[config.mk]
export PLATFORM = sky130hd
export DESIGN_NAME = swc_top
export DESIGN_NICKNAME = d
export VERILOG_FILES = /design/src/swc_pkg.sv /design/src/swc_top.sv
export VERILOG_INCLUDE_DIRS = /design/src
export SDC_FILE = /design/constraint.sdc
export NUM_CORES = 1
export LEC_CHECK = 0
export BUFFER_PORTS_ARGS = -buffer_cell sky130_fd_sc_hd__clkbuf_2
export CORE_ASPECT_RATIO = 1.25
export CORE_MARGIN = 2
export CORE_UTILIZATION = 47
export CTS_CLUSTER_SIZE = 10
export DETAILED_ROUTE_END_ITERATION = 8
export PLACE_DENSITY = 0.85
export SYNTH_ARGS = -nofsm -noshare
export SYNTH_HDL_FRONTEND = slang
export SYNTH_SLANG_ARGS = --single-unit
export TNS_END_PERCENT = 100
[constraint.sdc]
create_clock -name CLK_SYS -period 3.45 [get_ports CLK_SYS]
set_input_delay 0.5175 -clock CLK_SYS [delete_from_list [all_inputs] [get_ports CLK_SYS]]
set_output_delay 0.5175 -clock CLK_SYS [all_outputs]
set_load 0.01 [all_outputs]
[src/swc_defines.svh]
// constants for the stop-mode wake control block
// assumes inclusion by bare name from design and bench files
`ifndef SWC_DEFINES_SVH
`define SWC_DEFINES_SVH
`define SWC_IDX_CONFIG 12'h00B
// byte address: one aligned word per register, four times the index
`define SWC_ADDR_CONFIG (`SWC_IDX_CONFIG * 12'h004)
`define SWC_BIT_WARM 7
`define SWC_BIT_LEVEL 6
`define SWC_BIT_DELAY 5
`define SWC_SRC_HI 4
`define SWC_SRC_LO 2
`define SWC_SRC_NONE 3'h0
`define SWC_SRC_RSVD 3'h1
`define SWC_SRC_PIN_A 3'h2
`define SWC_SRC_PIN_B 3'h3
`define SWC_SRC_PIN_C 3'h4
`define SWC_SRC_PIN_D 3'h5
`define SWC_SRC_NOR4 3'h6
`define SWC_SRC_NOR8 3'h7
`define SWC_RST_DELAY 1'b1
`define SWC_RST_LEVEL 1'b0
`define SWC_RST_SRC 3'h0
`define SWC_CLK_NS 20
`define SWC_STARTUP_NS 5000000
`endif

[src/swc_pkg.sv]
// types for the stop-mode wake control block
// assumes swc_defines.svh is on the include path
package swc_pkg;
  typedef struct packed {
    logic level_high;
    logic use_delay;
    logic [2:0] source;
  } swc_cfg_t;
  typedef enum logic [1:0] {
    SWC_RUN,
    SWC_STOP,
    SWC_DELAY
  } swc_state_t;
endpackage

[src/swc_top.sv]
// stop-mode wake control: config register over apb, wake watch, startup delay
// assumes core asserts STOP_REQ to enter stop and a cold reset drives RST_N low
// limitation: a pin transition is taken as a level, sampled once per clock
// the config register answers at four times its index on the bus
// software is trusted to keep the delay bit set behind a crystal
//
// Contract
// - three-bit source code selects wake pin
// - codes 110/111 wake on port 2 NOR
// - port 2 outputs forced to default level
// - delay bit low skips startup delay
// - level bit chooses active high or low
// - warm flag set on recovery, else cleared
// - bits 6..2 write-only, bit 7 read-only
// - config survives stop recovery, reset on cold
`timescale 1ns/1ns
`default_nettype none
`include "swc_defines.svh"

module swc_top #(
  parameter int unsigned STARTUP_CYCLES = `SWC_STARTUP_NS / `SWC_CLK_NS
) (
  input wire logic CLK_SYS,
  input wire logic RST_N,
  input wire logic PSEL,
  input wire logic PENABLE,
  input wire logic PWRITE,
  input wire logic [11:0] PADDR,
  input wire logic [31:0] PWDATA,
  output logic [31:0] PRDATA,
  output logic PREADY,
  output logic PSLVERR,
  input wire logic STOP_REQ,
  input wire logic WAKE_PIN_A,
  input wire logic WAKE_PIN_B,
  input wire logic WAKE_PIN_C,
  input wire logic WAKE_PIN_D,
  input wire logic [7:0] PORT2_IN,
  input wire logic [7:0] PORT2_OUT_EN,
  output logic CLOCK_RUN,
  output logic WARM_START,
  output logic IN_STOP
);

  localparam int unsigned CW = $clog2(STARTUP_CYCLES + 1);

  // ****************************************
  // register access
  // ****************************************
  swc_pkg::swc_cfg_t cfg_q;
  swc_pkg::swc_cfg_t cfg_d;
  swc_pkg::swc_state_t state_q;
  logic warm_q;
  logic [CW-1:0] cnt_q;
  logic [31:0] prdata_q;
  logic [31:0] prdata_d;
  logic hit;
  logic setup_any;
  logic setup_rd;
  logic wr_acc;

  // whole-word match; the register sits at four times its index
  function automatic logic reg_hit(input logic [11:0] addr);
    reg_hit = (addr == `SWC_ADDR_CONFIG);
  endfunction

  assign hit = reg_hit(PADDR);
  assign setup_any = PSEL && !PENABLE;
  assign setup_rd = setup_any && !PWRITE && hit;
  assign wr_acc = PSEL && PENABLE && PWRITE && hit;
  // zero wait states: every access ends in its first access cycle
  assign PREADY = 1'b1;
  assign PSLVERR = PSEL && PENABLE && !hit;

  // write-only fields; the bus cannot read them back
  always_comb begin
    cfg_d = cfg_q;
    if (wr_acc) begin
      cfg_d.level_high = PWDATA[`SWC_BIT_LEVEL];
      cfg_d.use_delay = PWDATA[`SWC_BIT_DELAY];
      cfg_d.source = PWDATA[`SWC_SRC_HI:`SWC_SRC_LO];
    end
  end

  // cold reset only; stop recovery never touches this register
  always_ff @(posedge CLK_SYS) begin
    if (!RST_N) begin
      cfg_q.use_delay <= `SWC_RST_DELAY;
      cfg_q.level_high <= `SWC_RST_LEVEL;
      cfg_q.source <= `SWC_RST_SRC;
    end else begin
      cfg_q <= cfg_d;
    end
  end

  // captured in setup so it stands through the access phase
  always_comb begin
    prdata_d = prdata_q;
    if (setup_rd) begin
      prdata_d = 32'h0;
      prdata_d[`SWC_BIT_WARM] = warm_q;
    end else if (setup_any) begin
      prdata_d = 32'h0;
    end
  end

  always_ff @(posedge CLK_SYS) begin
    if (!RST_N) begin
      prdata_q <= 32'h0;
    end else begin
      prdata_q <= prdata_d;
    end
  end
  assign PRDATA = prdata_q;

  // ****************************************
  // wake source selection
  // ****************************************
  // output lines read as the inactive default so only inputs steer the nor
  function automatic logic [7:0] p2_eff(input logic [7:0] pin, input logic [7:0] oe);
    p2_eff = pin & ~oe;
  endfunction

  logic [7:0] p2;
  logic src_raw;
  logic wake;
  assign p2 = p2_eff(PORT2_IN, PORT2_OUT_EN);

  always_comb begin
    case (cfg_q.source)
      `SWC_SRC_PIN_A: src_raw = WAKE_PIN_A;
      `SWC_SRC_PIN_B: src_raw = WAKE_PIN_B;
      `SWC_SRC_PIN_C: src_raw = WAKE_PIN_C;
      `SWC_SRC_PIN_D: src_raw = WAKE_PIN_D;
      `SWC_SRC_NOR4: src_raw = ~|p2[3:0];
      `SWC_SRC_NOR8: src_raw = ~|p2;
      default: src_raw = !cfg_q.level_high; // none/reserved never wake
    endcase
  end
  assign wake = (src_raw == cfg_q.level_high);

  // ****************************************
  // stop sequencing
  // ****************************************
  swc_pkg::swc_state_t state_d;
  logic [CW-1:0] cnt_d;
  logic warm_d;

  // wake is looked at only while stopped
  always_comb begin
    state_d = state_q;
    cnt_d = cnt_q;
    case (state_q)
      swc_pkg::SWC_RUN: begin
        if (STOP_REQ) begin
          state_d = swc_pkg::SWC_STOP;
        end
      end
      swc_pkg::SWC_STOP: begin
        if (wake) begin
          if (cfg_q.use_delay) begin
            state_d = swc_pkg::SWC_DELAY;
            cnt_d = CW'(STARTUP_CYCLES - 1);
          end else begin
            // one sampled cycle suffices; the five-period hold is the source's duty
            state_d = swc_pkg::SWC_RUN;
          end
        end
      end
      swc_pkg::SWC_DELAY: begin
        // count the startup delay down, run again at zero
        if (cnt_q == '0) begin
          state_d = swc_pkg::SWC_RUN;
        end else begin
          cnt_d = cnt_q - 1'b1;
        end
      end
      default: begin
        state_d = swc_pkg::SWC_RUN;
      end
    endcase
  end

  always_ff @(posedge CLK_SYS) begin
    if (!RST_N) begin
      state_q <= swc_pkg::SWC_RUN;
      cnt_q <= '0;
    end else begin
      state_q <= state_d;
      cnt_q <= cnt_d;
    end
  end

  // leaving stop sets the flag; only a cold reset clears it
  always_comb begin
    warm_d = warm_q;
    if (state_q == swc_pkg::SWC_STOP && wake) begin
      warm_d = 1'b1;
    end
  end

  always_ff @(posedge CLK_SYS) begin
    if (!RST_N) begin
      warm_q <= 1'b0;
    end else begin
      warm_q <= warm_d;
    end
  end

  // ****************************************
  // status outputs
  // ****************************************
  // the startup delay counts as stopped: the core clock stays off
  assign CLOCK_RUN = (state_q == swc_pkg::SWC_RUN);
  assign IN_STOP = (state_q != swc_pkg::SWC_RUN);
  assign WARM_START = warm_q;
  // crystal users must leave use_delay set; not enforced here

endmodule
`default_nettype wire
; Word level (Yosys, flattened, before mapping)
; Index checks and enable logic that the tools add are counted.
[op_classes]
addsub = 1
n_mul = 0
div = 0
magnitude_cmp = 0
n_eq_ne = 15
shift = 0
muxes = 12
bitwise = 2
n_reduce_logical = 23
[ops]
columns = operator, count
row1 = $mux W18, 3
row2 = $pmux W18 S2, 1
row3 = $logic_not A18 Y1, 1
row4 = $sub A18 B1 Y18 const B, 1
row5 = $mux W8, 2
row6 = $eq A12 B6 Y1 const B, 1
row7 = $eq A3 B3 Y1 const B, 4
row8 = $ne A2 B2 Y1 const B, 5
row9 = $and A8 B8 Y8, 1
row10 = $logic_and A1 B1 Y1, 8
row11 = $mux W2, 4
row12 = $not A8 Y8, 1
row13 = $reduce_or A8 Y1, 1
row14 = $eq A3 B2 Y1 const B, 2
row15 = $logic_not A1 Y1, 6
row16 = $pmux W1 S6, 1
row17 = $pmux W2 S3, 1
row18 = $reduce_bool A2 Y1, 3
row19 = $reduce_and A4 Y1, 1
row20 = $reduce_or A4 Y1, 1
row21 = $reduce_and A3 Y1, 1
row22 = $eq A2 B1 Y1 const B, 1
row23 = $eq A2 B2 Y1 const B, 1
row24 = $logic_not A2 Y1, 1
row25 = $eq A1 B1 Y1, 1
[totals]
ff_bits = 27
latchBits = 0
ram_bits = 0
romBits = 0
input_bits = 70
output_inout_bits = 37
wordCells = 60
mem_count = 0

; Logic depth before layout (Yosys ltp)
[depth]
ltp_word = 8
depth_mapped = 9
depth_no_buf = 8

; Least setup slack after synthesis
; Ideal clock, no wire load.
[synth_path]
path_kind = reg-to-reg
startpoint = reg cnt_q[0]
endpoint = reg cnt_q[0]
setup_time_ps = 115
arrival_time_ps = 2059
required_time_ps = 3335
setup_slack_ps = 1276
stages_incl_launch_ff = 10
n_path_buf = 1
synth_period_minus_slack_ps = 2174
path_cell_list = dfxtp_1 -> inv_1 -> ha_1 -> or4b_4 -> nand4b_4 -> o21a_4 -> a21oi_4 -> nor2_2 -> buf_6 -> o21a_1
[synth_between]
elab_chain_cells = 3
word_cells_on_any_way = 6
classes_between = 1 x add/sub / 1 x eq/ne / 2 x mux / 2 x reduce/logical
[synth_rtl]
columns = item, line_no
row1 = start: declaration, swc_top.sv:54  ; logic [CW-1:0] cnt_q;
row2 = start signal: assignment, swc_top.sv:190  ; cnt_q <= cnt_d;
row3 = $sub A18 B1 Y18 / $logic_not A18 Y1 (equally long branches), "swc_top.sv:175, swc_top.sv:172"
row4 = $mux W18 / $ne A2 B2 Y1 (equally long branches), -
row5 = $pmux W18 S2 / $reduce_and A4 Y1 (equally long branches), -
; Parallel ways exist; a longest one is shown, timed or not. The select of a mux whose other input is x is not followed.
; A chain may end at the register's enable or synchronous reset.

; Final worst setup path
[layout_path]
startpoint = reg cnt_q[0]
endpoint = reg cnt_q[16]
; Same word-level chain as after synthesis.

==> flow_metrics.env <==
export IMPL_status="completed"
export IMPL_layout_cells_non_filler=314
export IMPL_cts_tree="done"
export IMPL_route_detailed_drc=0
export IMPL_regArea_um2=541
export IMPL_max_cap_violations=0
export IMPL_coreArea_um2=3750
export IMPL_critPathRequiredTime_ns=3.59
export IMPL_clkLatencyLatePin_ns=0.28
export IMPL_dr_pass1_iters=4
export IMPL_arrival_ns=2.68
export IMPL_start_kind="flop"
export IMPL_die_h_um=73.8
export IMPL_fin_nets=346
export IMPL_post_route_util_pct=53.6
export IMPL_worstSetupPathType="flop to flop"
export IMPL_fillers=342
export IMPL_final_cell_mix="clkbuf_2, conb_1, dfxtp_1, nor2_1, nand2_1"
export IMPL_yosysSeqAreaShare_pct=29.5
export IMPL_ys_types=46
export IMPL_crit_path_cell_trace="inv_1 -> ha_1 -> or4b_4 -> nand4b_4 -> o21ai_1 -> nand2_1 -> a31oi_1 -> a211oi_1"
export IMPL_hold_buffers=0
export IMPL_ys_warn_count=0
export IMPL_leakage_nw=0.924
export IMPL_drive_above_1_share_pct=22.3
export IMPL_clk_root_buffer_cell="clkbuf_8"
export IMPL_ctsResizeCount=0
export IMPL_dieWidth_um=59.9
export IMPL_min_period_ns=2.54
export IMPL_syn_inst=230
export IMPL_num_io_pins=107
export IMPL_synth_async_reset_ratio_pct=0
export IMPL_antenna_found_initial=0
export IMPL_use_met1_pct=21.9
export IMPL_placed_area_um2=1970
export IMPL_overflow=0
export IMPL_ant_nets=0
export IMPL_setup_viol=0
export IMPL_finalHoldViolCount=0
export IMPL_finClkSkew_ns=0.00336
export IMPL_start_util_pct=48.8
export IMPL_clock_path_buffers=2
export IMPL_clkSinkCount=27
export IMPL_die_area_um2=4420
export IMPL_endpoint_kind="flop"
export IMPL_drt_initial_drc_count=80
export IMPL_critPathTopFamily="simple AND/OR/NAND/NOR gates"
export IMPL_setup_tns_final_ns=0
export IMPL_post_route_period_util_pct=73.6
export IMPL_grt_pass1_vias=1550
export IMPL_hp_class="input pin to flop"
export IMPL_dp_cells=310
export IMPL_numCtsBuffers=3
export IMPL_rows=25
export IMPL_whs_ns=0.461
export IMPL_clkTransAtPathRegs_ns=0.09
export IMPL_relSlewSlack_pct=54.4
export IMPL_viasPerCell=5.57
export IMPL_slew_viol_final=0
export IMPL_synth_edf_count=0
export IMPL_gp_congestion=0.829
export IMPL_vias=1749
export IMPL_postLayoutCellArea_um2=2010
export IMPL_portBuffers=47
export IMPL_cp_num_buf_inv=1
export IMPL_grt_max_degree=19
export IMPL_multi_input_area_um2=1100
export IMPL_grt_util_met3_pct=1.94
export IMPL_tightest_slew_ns=0.675
export IMPL_max_stage_delay_ns=0.53
export IMPL_synth_seq_cells=27
export IMPL_hpwl_um=3020
export IMPL_top_usage_layer="met2"
export IMPL_use_met2_pct=33.1
export IMPL_cts_htree_levels=1
export IMPL_syn_avg_cell_area_um2=7.97
export IMPL_final_common_cell="clkbuf_2"
export IMPL_finalPower_mw=0.765
export IMPL_rsz0062_at_grt="no"
export IMPL_diodes=0
export IMPL_place_ws_ns=0.818
export IMPL_ys_flop_type="dfxtp_1"
export IMPL_cp_slowest_cell="or4b_4"
export IMPL_wire_per_inst_um=12.6
export IMPL_grt_pass1_wl_um=6420
export IMPL_power_density_nw_per_um2=380
export IMPL_max_freq_mhz=394
export IMPL_setup_ws_ns=0.910
export IMPL_wl_um=3960
export IMPL_syn_area_um2=1830
export IMPL_path_max_fanout=8
export IMPL_grt_usage_pct=18.7
export IMPL_cts_setup_buffers=0
export IMPL_synthToLayoutAreaGrowth_pct=9.83
export IMPL_vdd_ir_drop_max_uv=167
[routing by layer]
layer  wire length [µm]  vias to the layer above
met5                  0                        -
met4                 53                        0
met3                360                        5
met2               2010                       93
met1               1540                      795
li1                   -                      856
[where the power goes]
group,leakage [nW],internal (mW),switching (mW)
sequential,0.220,0.332,0.0214
combinational,0.681,0.0930,0.138
clock,0.0228,0.0830,0.0977
[area by class of cell]
| cell class | instances | share of cell area (%) |
|---|---|---|
| inverter | 9 | 1.68 |
| multi-input combinational | 186 | 54.7 |
| tap | 40 | 2.49 |
| clock buffer | 4 | 2.24 |
| timing repair buffer | 48 | 12.1 |
| sequential | 27 | 26.8 |
[flip-flops by register name, indices dropped and copies added, names as in the netlist]
name	count
cnt_q	18
cfg_q	5
state_q	2
PRDATA	1
WARM_START	1
[kinds of logic (layout without fill, tap and decap cells)]
| family | after synthesis | count (layout) | synth area share (%) |
|---|---|---|---|
| AO/OA/AOI/OAI | 58 | 58 | 22.9 |
| XOR/XNOR | 1 | 1 | 0.478 |
| adder cells (fa/ha/maj) | 1 | 1 | 0.682 |
| buffers and inverters | 47 | 61 | 16.6 |
| flip-flops | 27 | 27 | 29.5 |
| multiplexers | 7 | 7 | 3.82 |
| other | 2 | 32 | 0.410 |
| AND/OR/NAND/NOR | 87 | 87 | 25.6 |
[path summary, 6_finish.rpt]
check	start	end	slack, ns	cells past startpoint
worst min-delay path	PWDATA[5]	cfg_q[3]	0.46	3
worst min register to register	PRDATA[7]	PRDATA[7]	0.48	2
worst max register to register	cnt_q[0]	cnt_q[16]	0.91	8
worst max-delay path	cnt_q[0]	cnt_q[16]	0.91	8
[synth_stat cells (4+ instances only)]
master,number,area [µm²]
a21oi_1,8,40.0
a31oi_1,13,81.3
buf_4,32,240
clkbuf_1,5,18.8
dfxtp_1,27,541
inv_1,9,33.8
mux2i_1,7,70.1
nand2_1,18,67.6
nand3_1,4,20.0
nand4_1,4,25.0
nor2_1,20,75.1
nor2b_1,7,43.8
nor3_1,10,50.1
o21a_1,4,30.0
o21ai_0,10,50.1
o31ai_1,4,30.0
or3_1,7,43.8
[worst register-to-register path, cell delays in order, from the launching register on]
cell and delay, ns:
dfxtp_1 0.36, inv_1 0.08, ha_1 0.23, or4b_4 0.53, nand4b_4 0.25, o21ai_1 0.50
nand2_1 0.23, a31oi_1 0.18, a211oi_1 0.06
(Power assumes the default switching activity.)
